## src/eafob_cfg.svh

```systemverilog
// Purpose: constants of the extended-address four-output bank block
// Assumes: 25 MHz clock; times are given in their own unit, cycles derived
// Notes: definitions only
//
// Overview of operation
// In extended address mode, I3 selects the A or B slave at one address.
// Extended mode without four-output option uses only I0..I2 as output data.
// Extended mode replies still carry four input data bits.
// Four-output mode uses I2 to pick bank D0/D1 or bank D2/D3.
// Master alternates I2 from call to call to feed both banks.
// An output event updates the data pins and pulses the data strobe.
// Parallel update raises output events only on calls with I2 low.
// Without parallel update every call refreshes one bank, the other holds.
// Parallel update with I2 high stores I0/I1 in hold bits, outputs unchanged.
// Parallel update with I2 low drives I0/I1 to D2/D3 and hold bits to D0/D1.
// Bank watchdog runs only when all its enabling conditions hold.
// Missing I2 alternation beyond timeout pulses data and parameter strobes.
// After those strobes: block data port, rerun init, outputs inactive.
// Four-output mode samples and returns inputs on every call regardless of I2.
// Data strobe pin held low externally long enough resets and reloads config.
// Data port stays inactive until a parameter write clears the block flag.
// Each I2 change restarts the watchdog timer; disabled conditions clear it.
`ifndef EAFOB_CFG_SVH
`define EAFOB_CFG_SVH
`define EAFOB_CLK_KHZ 25000
`define EAFOB_WDOG_NOM_MS 327
`define EAFOB_WDOG_TOL_MS 16
`define EAFOB_WDOG_CYC ((`EAFOB_WDOG_NOM_MS + `EAFOB_WDOG_TOL_MS) * `EAFOB_CLK_KHZ)
`define EAFOB_STB_NS 1000
`define EAFOB_STB_CYC ((`EAFOB_STB_NS * `EAFOB_CLK_KHZ + 999999) / 1000000)
`define EAFOB_XRST_NS 10000
`define EAFOB_XRST_CYC ((`EAFOB_XRST_NS * `EAFOB_CLK_KHZ + 999999) / 1000000)
`define EAFOB_SEL_BANK_BIT 2
`define EAFOB_SEL_AB_BIT 3
`define EAFOB_DOUT_RST 4'h0
`define EAFOB_HOLD_RST 2'h0
`define EAFOB_BLOCK_RST 1'b1
`endif

```

## src/eafob_pkg.sv

```systemverilog
// Purpose: types of the extended-address four-output bank block
// Assumes: constants live in eafob_cfg.svh
// Notes: no imports; users write eafob_pkg::name
package eafob_pkg;
  // One received master data call
  typedef struct packed {
    logic valid;
    logic [3:0] info;
  } eafob_call_t;
  // Mode straps seen by the bank logic
  typedef struct packed {
    logic ext_addr_mode;
    logic four_out_bank_enable;
    logic parallel_bank_update;
  } eafob_mode_t;
  // Watchdog sequencing
  typedef enum logic [1:0] {
    EAFOB_WD_RUN = 2'b00,
    EAFOB_WD_STROBE = 2'b01,
    EAFOB_WD_RESET = 2'b10
  } eafob_wd_state_t;
endpackage

```

## src/eafob_banks.sv

```systemverilog
// Purpose: output banks, bank watchdog and strobe-pin reset of a field-bus slave
// Assumes: calls arrive decoded on this clock; pins pass a two-stage synchroniser
// Notes: strobe pins are open drain, active low; oe high means driving low
`timescale 1ns/1ps
`default_nettype none
`include "eafob_cfg.svh"
module eafob_banks #(
  parameter int WDOG_CYC = `EAFOB_WDOG_CYC,
  parameter int STB_CYC = `EAFOB_STB_CYC,
  parameter int XRST_CYC = `EAFOB_XRST_CYC
) (
  input wire logic clock,
  input wire logic reset,
  input wire logic clk_en,
  input wire eafob_pkg::eafob_call_t call,
  input wire logic param_write_call,
  input wire eafob_pkg::eafob_mode_t mode,
  input wire logic [4:0] slave_addr,
  input wire logic comm_wdog_active,
  input wire logic nvm_write_busy,
  input wire logic [3:0] input_pins,
  input wire logic data_strobe_n_pin_in,
  output logic data_strobe_n_pin_out,
  output logic data_strobe_n_pin_oe,
  output logic param_strobe_n_pin_out,
  output logic param_strobe_n_pin_oe,
  output logic data_out_bit0,
  output logic data_out_bit1,
  output logic data_out_bit2,
  output logic data_out_bit3,
  output logic [3:0] reply_data,
  output logic reply_valid,
  output logic port_exchange_block,
  output logic init_request
);
  // Elaboration check: counter widths are 24 bits (watchdog), 8 bits (strobes) and 16 bits (pin reset)
  generate
    if (WDOG_CYC < 2 || WDOG_CYC > 16777215 || STB_CYC < 1 || STB_CYC > 255 ||
        XRST_CYC < 1 || XRST_CYC > 65535) begin : g_bad_param
      $error("eafob_banks: timing parameter out of range");
    end
  endgenerate

  logic [3:0] dout_ff, in_s1_ff, in_s2_ff, reply_data_ff;
  logic reply_valid_ff, block_ff, last_sel_ff, init_ff;
  logic dpin_s1_ff, dpin_s2_ff;
  logic [1:0] oe_dly_ff, hold_ff;
  logic [23:0] wd_cnt_ff;
  logic [7:0] dstb_cnt_ff, pstb_cnt_ff;
  logic [15:0] xrst_cnt_ff;
  eafob_pkg::eafob_wd_state_t wd_state_ff;

  // Call decoding
  wire call_seen = clk_en & call.valid;
  wire sel_bank = call.info[`EAFOB_SEL_BANK_BIT];
  wire four_mode = mode.ext_addr_mode & mode.four_out_bank_enable;
  wire wd_idle = (wd_state_ff == eafob_pkg::EAFOB_WD_RUN);
  wire call_ok = call_seen & ~block_ff & wd_idle;
  wire hold_load = call_ok & four_mode & mode.parallel_bank_update & sel_bank;
  wire out_event = call_ok & ~hold_load;

  // Next output image per mode; I3 is never data in extended mode
  wire [3:0] low_call = {call.info[1:0],
                         mode.parallel_bank_update ? hold_ff : dout_ff[1:0]};
  wire [3:0] high_call = {dout_ff[3:2], call.info[1:0]};
  wire [3:0] four_next = sel_bank ? high_call : low_call;
  wire [3:0] ext_next = {dout_ff[3], call.info[2:0]};
  wire [3:0] nxt_dout = four_mode ? four_next :
                        mode.ext_addr_mode ? ext_next : call.info;

  // Watchdog enable and alternation detection
  wire wd_enable = comm_wdog_active & four_mode & (slave_addr != 5'h00) &
                   ~nvm_write_busy & ~block_ff;
  wire sel_toggle = call_seen & (sel_bank != last_sel_ff);
  wire wd_timeout = wd_idle & wd_enable & (wd_cnt_ff == 24'(WDOG_CYC));
  wire strobes_done = (dstb_cnt_ff == 8'h00) & (pstb_cnt_ff == 8'h00);
  wire wd_reset = (wd_state_ff == eafob_pkg::EAFOB_WD_RESET);

  // External reset sensed only once our own drive has long gone from the sync
  wire pin_free = ~data_strobe_n_pin_oe & (oe_dly_ff == 2'b00);
  wire xrst_fire = pin_free & ~dpin_s2_ff & (xrst_cnt_ff == 16'(XRST_CYC - 1));
  // Gated by the enable so that a frozen block keeps every flop
  wire full_reset = clk_en & (wd_reset | xrst_fire);

  // Pin synchronisers; first stage feeds only the second
  always_ff @(posedge clock) begin
    if (reset) begin
      in_s1_ff <= 4'h0;
      in_s2_ff <= 4'h0;
      dpin_s1_ff <= 1'b1;
      dpin_s2_ff <= 1'b1;
      oe_dly_ff <= 2'b00;
    end else if (clk_en) begin
      in_s1_ff <= input_pins;
      in_s2_ff <= in_s1_ff;
      dpin_s1_ff <= data_strobe_n_pin_in;
      dpin_s2_ff <= dpin_s1_ff;
      oe_dly_ff <= {oe_dly_ff[0], data_strobe_n_pin_oe};
    end
  end

  // Reply carries four sampled inputs on every call, whatever I2 is
  always_ff @(posedge clock) begin
    if (reset) begin
      reply_data_ff <= 4'h0;
      reply_valid_ff <= 1'b0;
    end else if (clk_en) begin
      reply_valid_ff <= call.valid;
      if (call.valid) begin
        reply_data_ff <= in_s2_ff;
      end
    end
  end

  // Data outputs and hold bits
  always_ff @(posedge clock) begin
    if (reset) begin
      dout_ff <= `EAFOB_DOUT_RST;
      hold_ff <= `EAFOB_HOLD_RST;
      last_sel_ff <= 1'b0;
    end else if (full_reset) begin
      dout_ff <= `EAFOB_DOUT_RST;
      hold_ff <= `EAFOB_HOLD_RST;
    end else if (clk_en) begin
      if (out_event) begin
        dout_ff <= nxt_dout;
      end
      if (hold_load) begin
        hold_ff <= call.info[1:0];
      end
      if (call.valid) begin
        last_sel_ff <= sel_bank;
      end
    end
  end

  // Block flag: set by any internal reset, cleared by a parameter write; set wins
  always_ff @(posedge clock) begin
    if (reset) begin
      block_ff <= `EAFOB_BLOCK_RST;
      init_ff <= 1'b0;
    end else if (clk_en) begin
      init_ff <= full_reset;
      if (full_reset) begin
        block_ff <= 1'b1;
      end else if (clk_en && param_write_call) begin
        block_ff <= 1'b0;
      end
    end
  end

  // Watchdog timer; restart on alternation, clear while disabled
  always_ff @(posedge clock) begin
    if (reset) begin
      wd_cnt_ff <= 24'h000000;
      wd_state_ff <= eafob_pkg::EAFOB_WD_RUN;
    end else if (clk_en) begin
      if (!wd_enable || sel_toggle || !wd_idle) begin
        wd_cnt_ff <= 24'h000000;
      end else if (!wd_timeout) begin
        wd_cnt_ff <= wd_cnt_ff + 24'h000001;
      end
      case (wd_state_ff)
        eafob_pkg::EAFOB_WD_RUN: begin
          if (wd_timeout) begin
            wd_state_ff <= eafob_pkg::EAFOB_WD_STROBE;
          end
        end
        eafob_pkg::EAFOB_WD_STROBE: begin
          if (strobes_done) begin
            wd_state_ff <= eafob_pkg::EAFOB_WD_RESET;
          end
        end
        eafob_pkg::EAFOB_WD_RESET: wd_state_ff <= eafob_pkg::EAFOB_WD_RUN;
        default: wd_state_ff <= eafob_pkg::EAFOB_WD_RUN;
      endcase
    end
  end

  // Strobe pulse widths; a timeout fires both strobes together
  always_ff @(posedge clock) begin
    if (reset) begin
      dstb_cnt_ff <= 8'h00;
      pstb_cnt_ff <= 8'h00;
    end else if (clk_en) begin
      if (out_event || wd_timeout) begin
        dstb_cnt_ff <= 8'(STB_CYC);
      end else if (dstb_cnt_ff != 8'h00) begin
        dstb_cnt_ff <= dstb_cnt_ff - 8'h01;
      end
      if (param_write_call || wd_timeout) begin
        pstb_cnt_ff <= 8'(STB_CYC);
      end else if (pstb_cnt_ff != 8'h00) begin
        pstb_cnt_ff <= pstb_cnt_ff - 8'h01;
      end
    end
  end

  // Low-time counter on the shared strobe pin
  always_ff @(posedge clock) begin
    if (reset) begin
      xrst_cnt_ff <= 16'h0000;
    end else if (clk_en) begin
      if (!pin_free || dpin_s2_ff || xrst_fire) begin
        xrst_cnt_ff <= 16'h0000;
      end else begin
        xrst_cnt_ff <= xrst_cnt_ff + 16'h0001;
      end
    end
  end

  // Output drive
  assign data_strobe_n_pin_oe = (dstb_cnt_ff != 8'h00);
  assign data_strobe_n_pin_out = 1'b0;
  assign param_strobe_n_pin_oe = (pstb_cnt_ff != 8'h00);
  assign param_strobe_n_pin_out = 1'b0;
  assign data_out_bit0 = dout_ff[0];
  assign data_out_bit1 = dout_ff[1];
  assign data_out_bit2 = dout_ff[2];
  assign data_out_bit3 = dout_ff[3];
  assign reply_data = reply_data_ff;
  assign reply_valid = reply_valid_ff;
  assign port_exchange_block = block_ff;
  assign init_request = init_ff;
endmodule
`default_nettype wire

```

## config.mk

```make
export PLATFORM = sky130hd
export DESIGN_NAME = eafob_banks
export DESIGN_NICKNAME = d
export VERILOG_FILES = /design/src/eafob_pkg.sv /design/src/eafob_banks.sv
export VERILOG_INCLUDE_DIRS = /design/src
export SDC_FILE = /design/constraint.sdc
export NUM_CORES = 1
export LEC_CHECK = 0
export BUFFER_PORTS_ARGS = -buffer_cell sky130_fd_sc_hd__buf_2
export CAP_MARGIN = 20
export CORE_ASPECT_RATIO = 0.7
export CORE_UTILIZATION = 64
export DETAILED_ROUTE_END_ITERATION = 12
export GPL_TIMING_DRIVEN = 0
export HOLD_SLACK_MARGIN = 0.12
export PLACE_DENSITY = 0.95
export SYNTH_ARGS = -nofsm -noshare
export SYNTH_HDL_FRONTEND = slang
export SYNTH_SLANG_ARGS = --single-unit
```

## constraint.sdc

```tcl
create_clock -name clock -period 4.5 [get_ports clock]
set_input_delay 0.45 -clock clock [delete_from_list [all_inputs] [get_ports clock]]
set_output_delay 0.45 -clock clock [all_outputs]
set_load 0.01 [all_outputs]
```

==> out/metrics.cfg <==
[worst_setup_path]
critical_path.slowest_cell = sky130_fd_sc_hd__or4_1
timing.critical_path.max_delay_family = simple AND/OR/NAND/NOR gates
timing.critical_path.cells = ha_1 > nand3_1 > or4_1 > nor2_1 > nand3_1 > or3_1 > a21oi_1
rr_worst_depth = 7
worst_r2r_endpoint = wd_cnt_ff[18]$_SDFFE_PP0P_
critical-path-max-stage-delay_ns = 0.60
reg2reg_from = wd_cnt_ff[1]$_SDFFE_PP0P_
worst-endpoint-required_ns = 4.79
critical_path_class = reg -> reg
endpoint_kind = flip-flop
worst_setup_path_start_kind = flip-flop
depth_of_the_critical_timing_path_with_buffers_and_inverters_included = 7
cp.arrival_ns = 2.84
worstPathMaxFanout = 6
critical_path.most_common_cell = sky130_fd_sc_hd__nand3_1
startpoint = wd_cnt_ff[1]$_SDFFE_PP0P_
critical_path_buf_inv_count = 0
rrSetupSlack_ns = 1.96

[sta]
timing.hold.ws_ns = 0.307
totalNegativeSetupSlack_ns = 0
setup_ws_ns = 1.96
max-slew-margin-rel = 0.511
worst_pin_slew_ns = 0.733
finalMaxSlewViolations = 0
worst_clock_skew_ns = 0.0115
layout_worst_path_cycle_share = 0.566
finalSetupViolCount = 0
hold_violations = 0
max_freq_mhz = 393
final_period_minus_worst_setup_slack_ns = 2.54
rsz0062_at_grt = false

[yosys]
syn-instance-count = 516
top_cells_by_area_in_the_synthesized_netlist = sky130_fd_sc_hd__dfxtp_1 40%, sky130_fd_sc_hd__a21oi_1 5.5%, sky130_fd_sc_hd__nor2_1 5.5%
synth_seq_area_share = 0.401
synth_async_sr_flop_share = 0
synth.distinct_cells = 62
synthDominantCellAreaShare = 0.401
synth.top_cells.by_count = 84 x sky130_fd_sc_hd__dfxtp_1, 61 x sky130_fd_sc_hd__nor2_1, 51 x sky130_fd_sc_hd__nand2_1
postSynthRegisterBits = 84
syn_area_per_cell_sq_um = 8.14
ys_dominant_reg_cell = sky130_fd_sc_hd__dfxtp_1
cell_accounting_for_the_most_synthesized_area = sky130_fd_sc_hd__dfxtp_1
synth_edf_count = 0
mappedNetlistArea_sq_um = 4200
total_number_of_yosys_warnings = 0
synthMostInstantiatedCell = sky130_fd_sc_hd__dfxtp_1

[detailed_routing]
detail_route.first_pass.iterations = 6
drt.antenna.violating_nets = 0
route.detailed.wl_per_inst_microns = 16.9
vias = 4209
avgViaCountPerCell = 6.52
wirelength_routed_microns = 10900
iter_0_drt_violations = 502
drc = 0

[global_routing]
globalRoute.totalOverflow = 0
globalRouteMet3Util = 0.106
globalRoute.busiestLayer = met2
grt_first_pass_wirelength_microns = 18000
antenna_violations_before_repair = 0
first_global_vias = 3847
met1_usage = 0.434
grt_max_degree = 16
grt_usage = 0.330
groute.layer.met2.usage = 0.509

[cts]
insertion_delay_ns = 0.37
clock_tree.root_cell = sky130_fd_sc_hd__clkbuf_8
cts_made_buffers = 9
htree_levels = 3
cts-hold-fix-buffers = 0
clkSinkCount = 84
worst_setup_hold_path_clk_slew_ns = 0.09
post_cts_buffers = 0
post_cts.resized_instances = 0
clock_path_buffers = 2
cts_tree = yes

[layout]
antennaDiodeCount = 0
final_layout_size_suffix_gt1_frac = 0.136
synthToLayoutAreaGrowth_pct = 10.8
finish.net_count = 595
fin_util = 0.741

[floorplanning]
design.die.area_sq_um = 6890
fp.coreArea_sq_um = 6280
std_cell_rows = 24
starting_utilization_of_the_core_area = 0.669
fp.dieW_microns = 98.8
die_h_microns = 69.8
design.portCount = 39

[hold_path]
holdCritStartpoint = data_strobe_n_pin_in
whs_endpoint = dpin_s1_ff$_SDFFE_PP1P_
whs_path_depth = 2
hold_path.class = in -> reg

[power_and_ir_drop]
power_leakage_nw = 1.71
p_per_area_nw_per_um2 = 382
power_mw = 1.77
vdd_drop_max_uv = 237

[placement]
port_buffers = 35
hpwl_microns = 7730
dp_worst_setup_slack_ns = 2.01
place.gp.congestion = 0.938

[job]
cap_violations = 0

[outcome]
status = finished, final reports clean

kinds of logic (layout without fill, tap and decap cells):
| group | count (synthesis) | count (layout) | share of synthesized area |
|---|---|---|---|
| flops | 84 | 84 | 0.401 |
| compound gates | 112 | 112 | 0.160 |
| xor+xnor | 19 | 19 | 0.0396 |
| other cells | 1 | 2 | 0.000893 |
| fa+ha+maj | 8 | 8 | 0.0238 |
| buf+inv | 40 | 91 | 0.0411 |
| simple gates | 236 | 236 | 0.295 |
| mux | 16 | 16 | 0.0390 |
power by group:
part / switching (mW) / total (mW) / internal (mW)
clock network: 0.290 / 0.495 / 0.206
logic: 0.267 / 0.432 / 0.166
registers: 0.0496 / 0.847 / 0.797
total: 0.606 / 1.77 / 1.17
per-layer routing:
metal | vias to the layer above | wire length, microns
li1 | 1949 | -
met1 | 1936 | 4730
met2 | 290 | 4730
met3 | 34 | 1230
met4 | 0 | 232
met5 | - | 0
per-stage QoR:
stage,std cells,cell area (sq um)
final,646,4650
after global routing,646,4650
after CTS,646,4650
after detailed placement,630,4470
after global placement,630,4470
after floorplan,517,4200
state kept, by name (all words and copies together) (netlist names):
name and cells:
wd_cnt_ff 24, xrst_cnt_ff 16, dstb_cnt_ff 8, pstb_cnt_ff 8, dout_ff 4, in_s1_ff 4, in_s2_ff 4, reply_data 4
hold_ff 2, oe_dly_ff 2, wd_state_ff 2, dpin_s1_ff 1, dpin_s2_ff 1, init_request 1, last_sel_ff 1, port_exchange_block 1
reply_valid 1
how the worst max path moves through the flow:
stage / endpoint / slack (ns)
6_report: wd_cnt_ff[18]$_SDFFE_PP0P_ / 1.96
4_1_cts: wd_cnt_ff[18]$_SDFFE_PP0P_ / 2.04
5_1_grt: wd_cnt_ff[18]$_SDFFE_PP0P_ / 1.79
2_1_floorplan: wd_cnt_ff[18]$_SDFFE_PP0P_ / 2.42
3_5_place_dp: in_s2_ff[0]$_SDFFE_PP0P_ / 2.01
3_3_place_gp: in_s2_ff[0]$_SDFFE_PP0P_ / 2.10
area by class of cell:
cell class | instances | area, sq um
flip-flops and latches | 84 | 1680
plain buffers | 26 | 120
repair buffers | 35 | 175
multi-input cells | 393 | 2350
well taps | 78 | 97.6
clock buffers | 10 | 128
fillers | 428 | 1630
inverters | 14 | 52.6
clock inverters | 6 | 47.5
placed cells by master, fill, tap and decap left out, drive strengths merged, types with 3 or more instances in the layout:
| cell type | Yosys | final |
|---|---|---|
| xnor2 | 8 | 8 |
| nor2 | 62 | 62 |
| o21ai | 30 | 30 |
| inv | 13 | 15 |
| nand4 | 13 | 13 |
| nor3b | 3 | 3 |
| clkinv | 1 | 4 |
| nor2b | 5 | 5 |
| or3 | 13 | 13 |
| mux2 | 3 | 3 |
| mux2i | 13 | 13 |
| a211oi | 7 | 7 |
| a31oi | 7 | 7 |
| nor4 | 10 | 10 |
| nand4b | 6 | 6 |
| buf | 12 | 47 |
| or4 | 6 | 6 |
| and2 | 6 | 6 |
| nor3 | 16 | 16 |
| a21oi | 46 | 46 |
| nand3 | 21 | 21 |
| nand2b | 5 | 5 |
| nand2 | 52 | 52 |
| a32oi | 3 | 3 |
| dfxtp | 84 | 84 |
| ha | 8 | 8 |
| and3 | 9 | 9 |
| xor2 | 11 | 11 |
| clkbuf | 14 | 24 |
No activity file was read; power rests on OpenSTA's default activity.
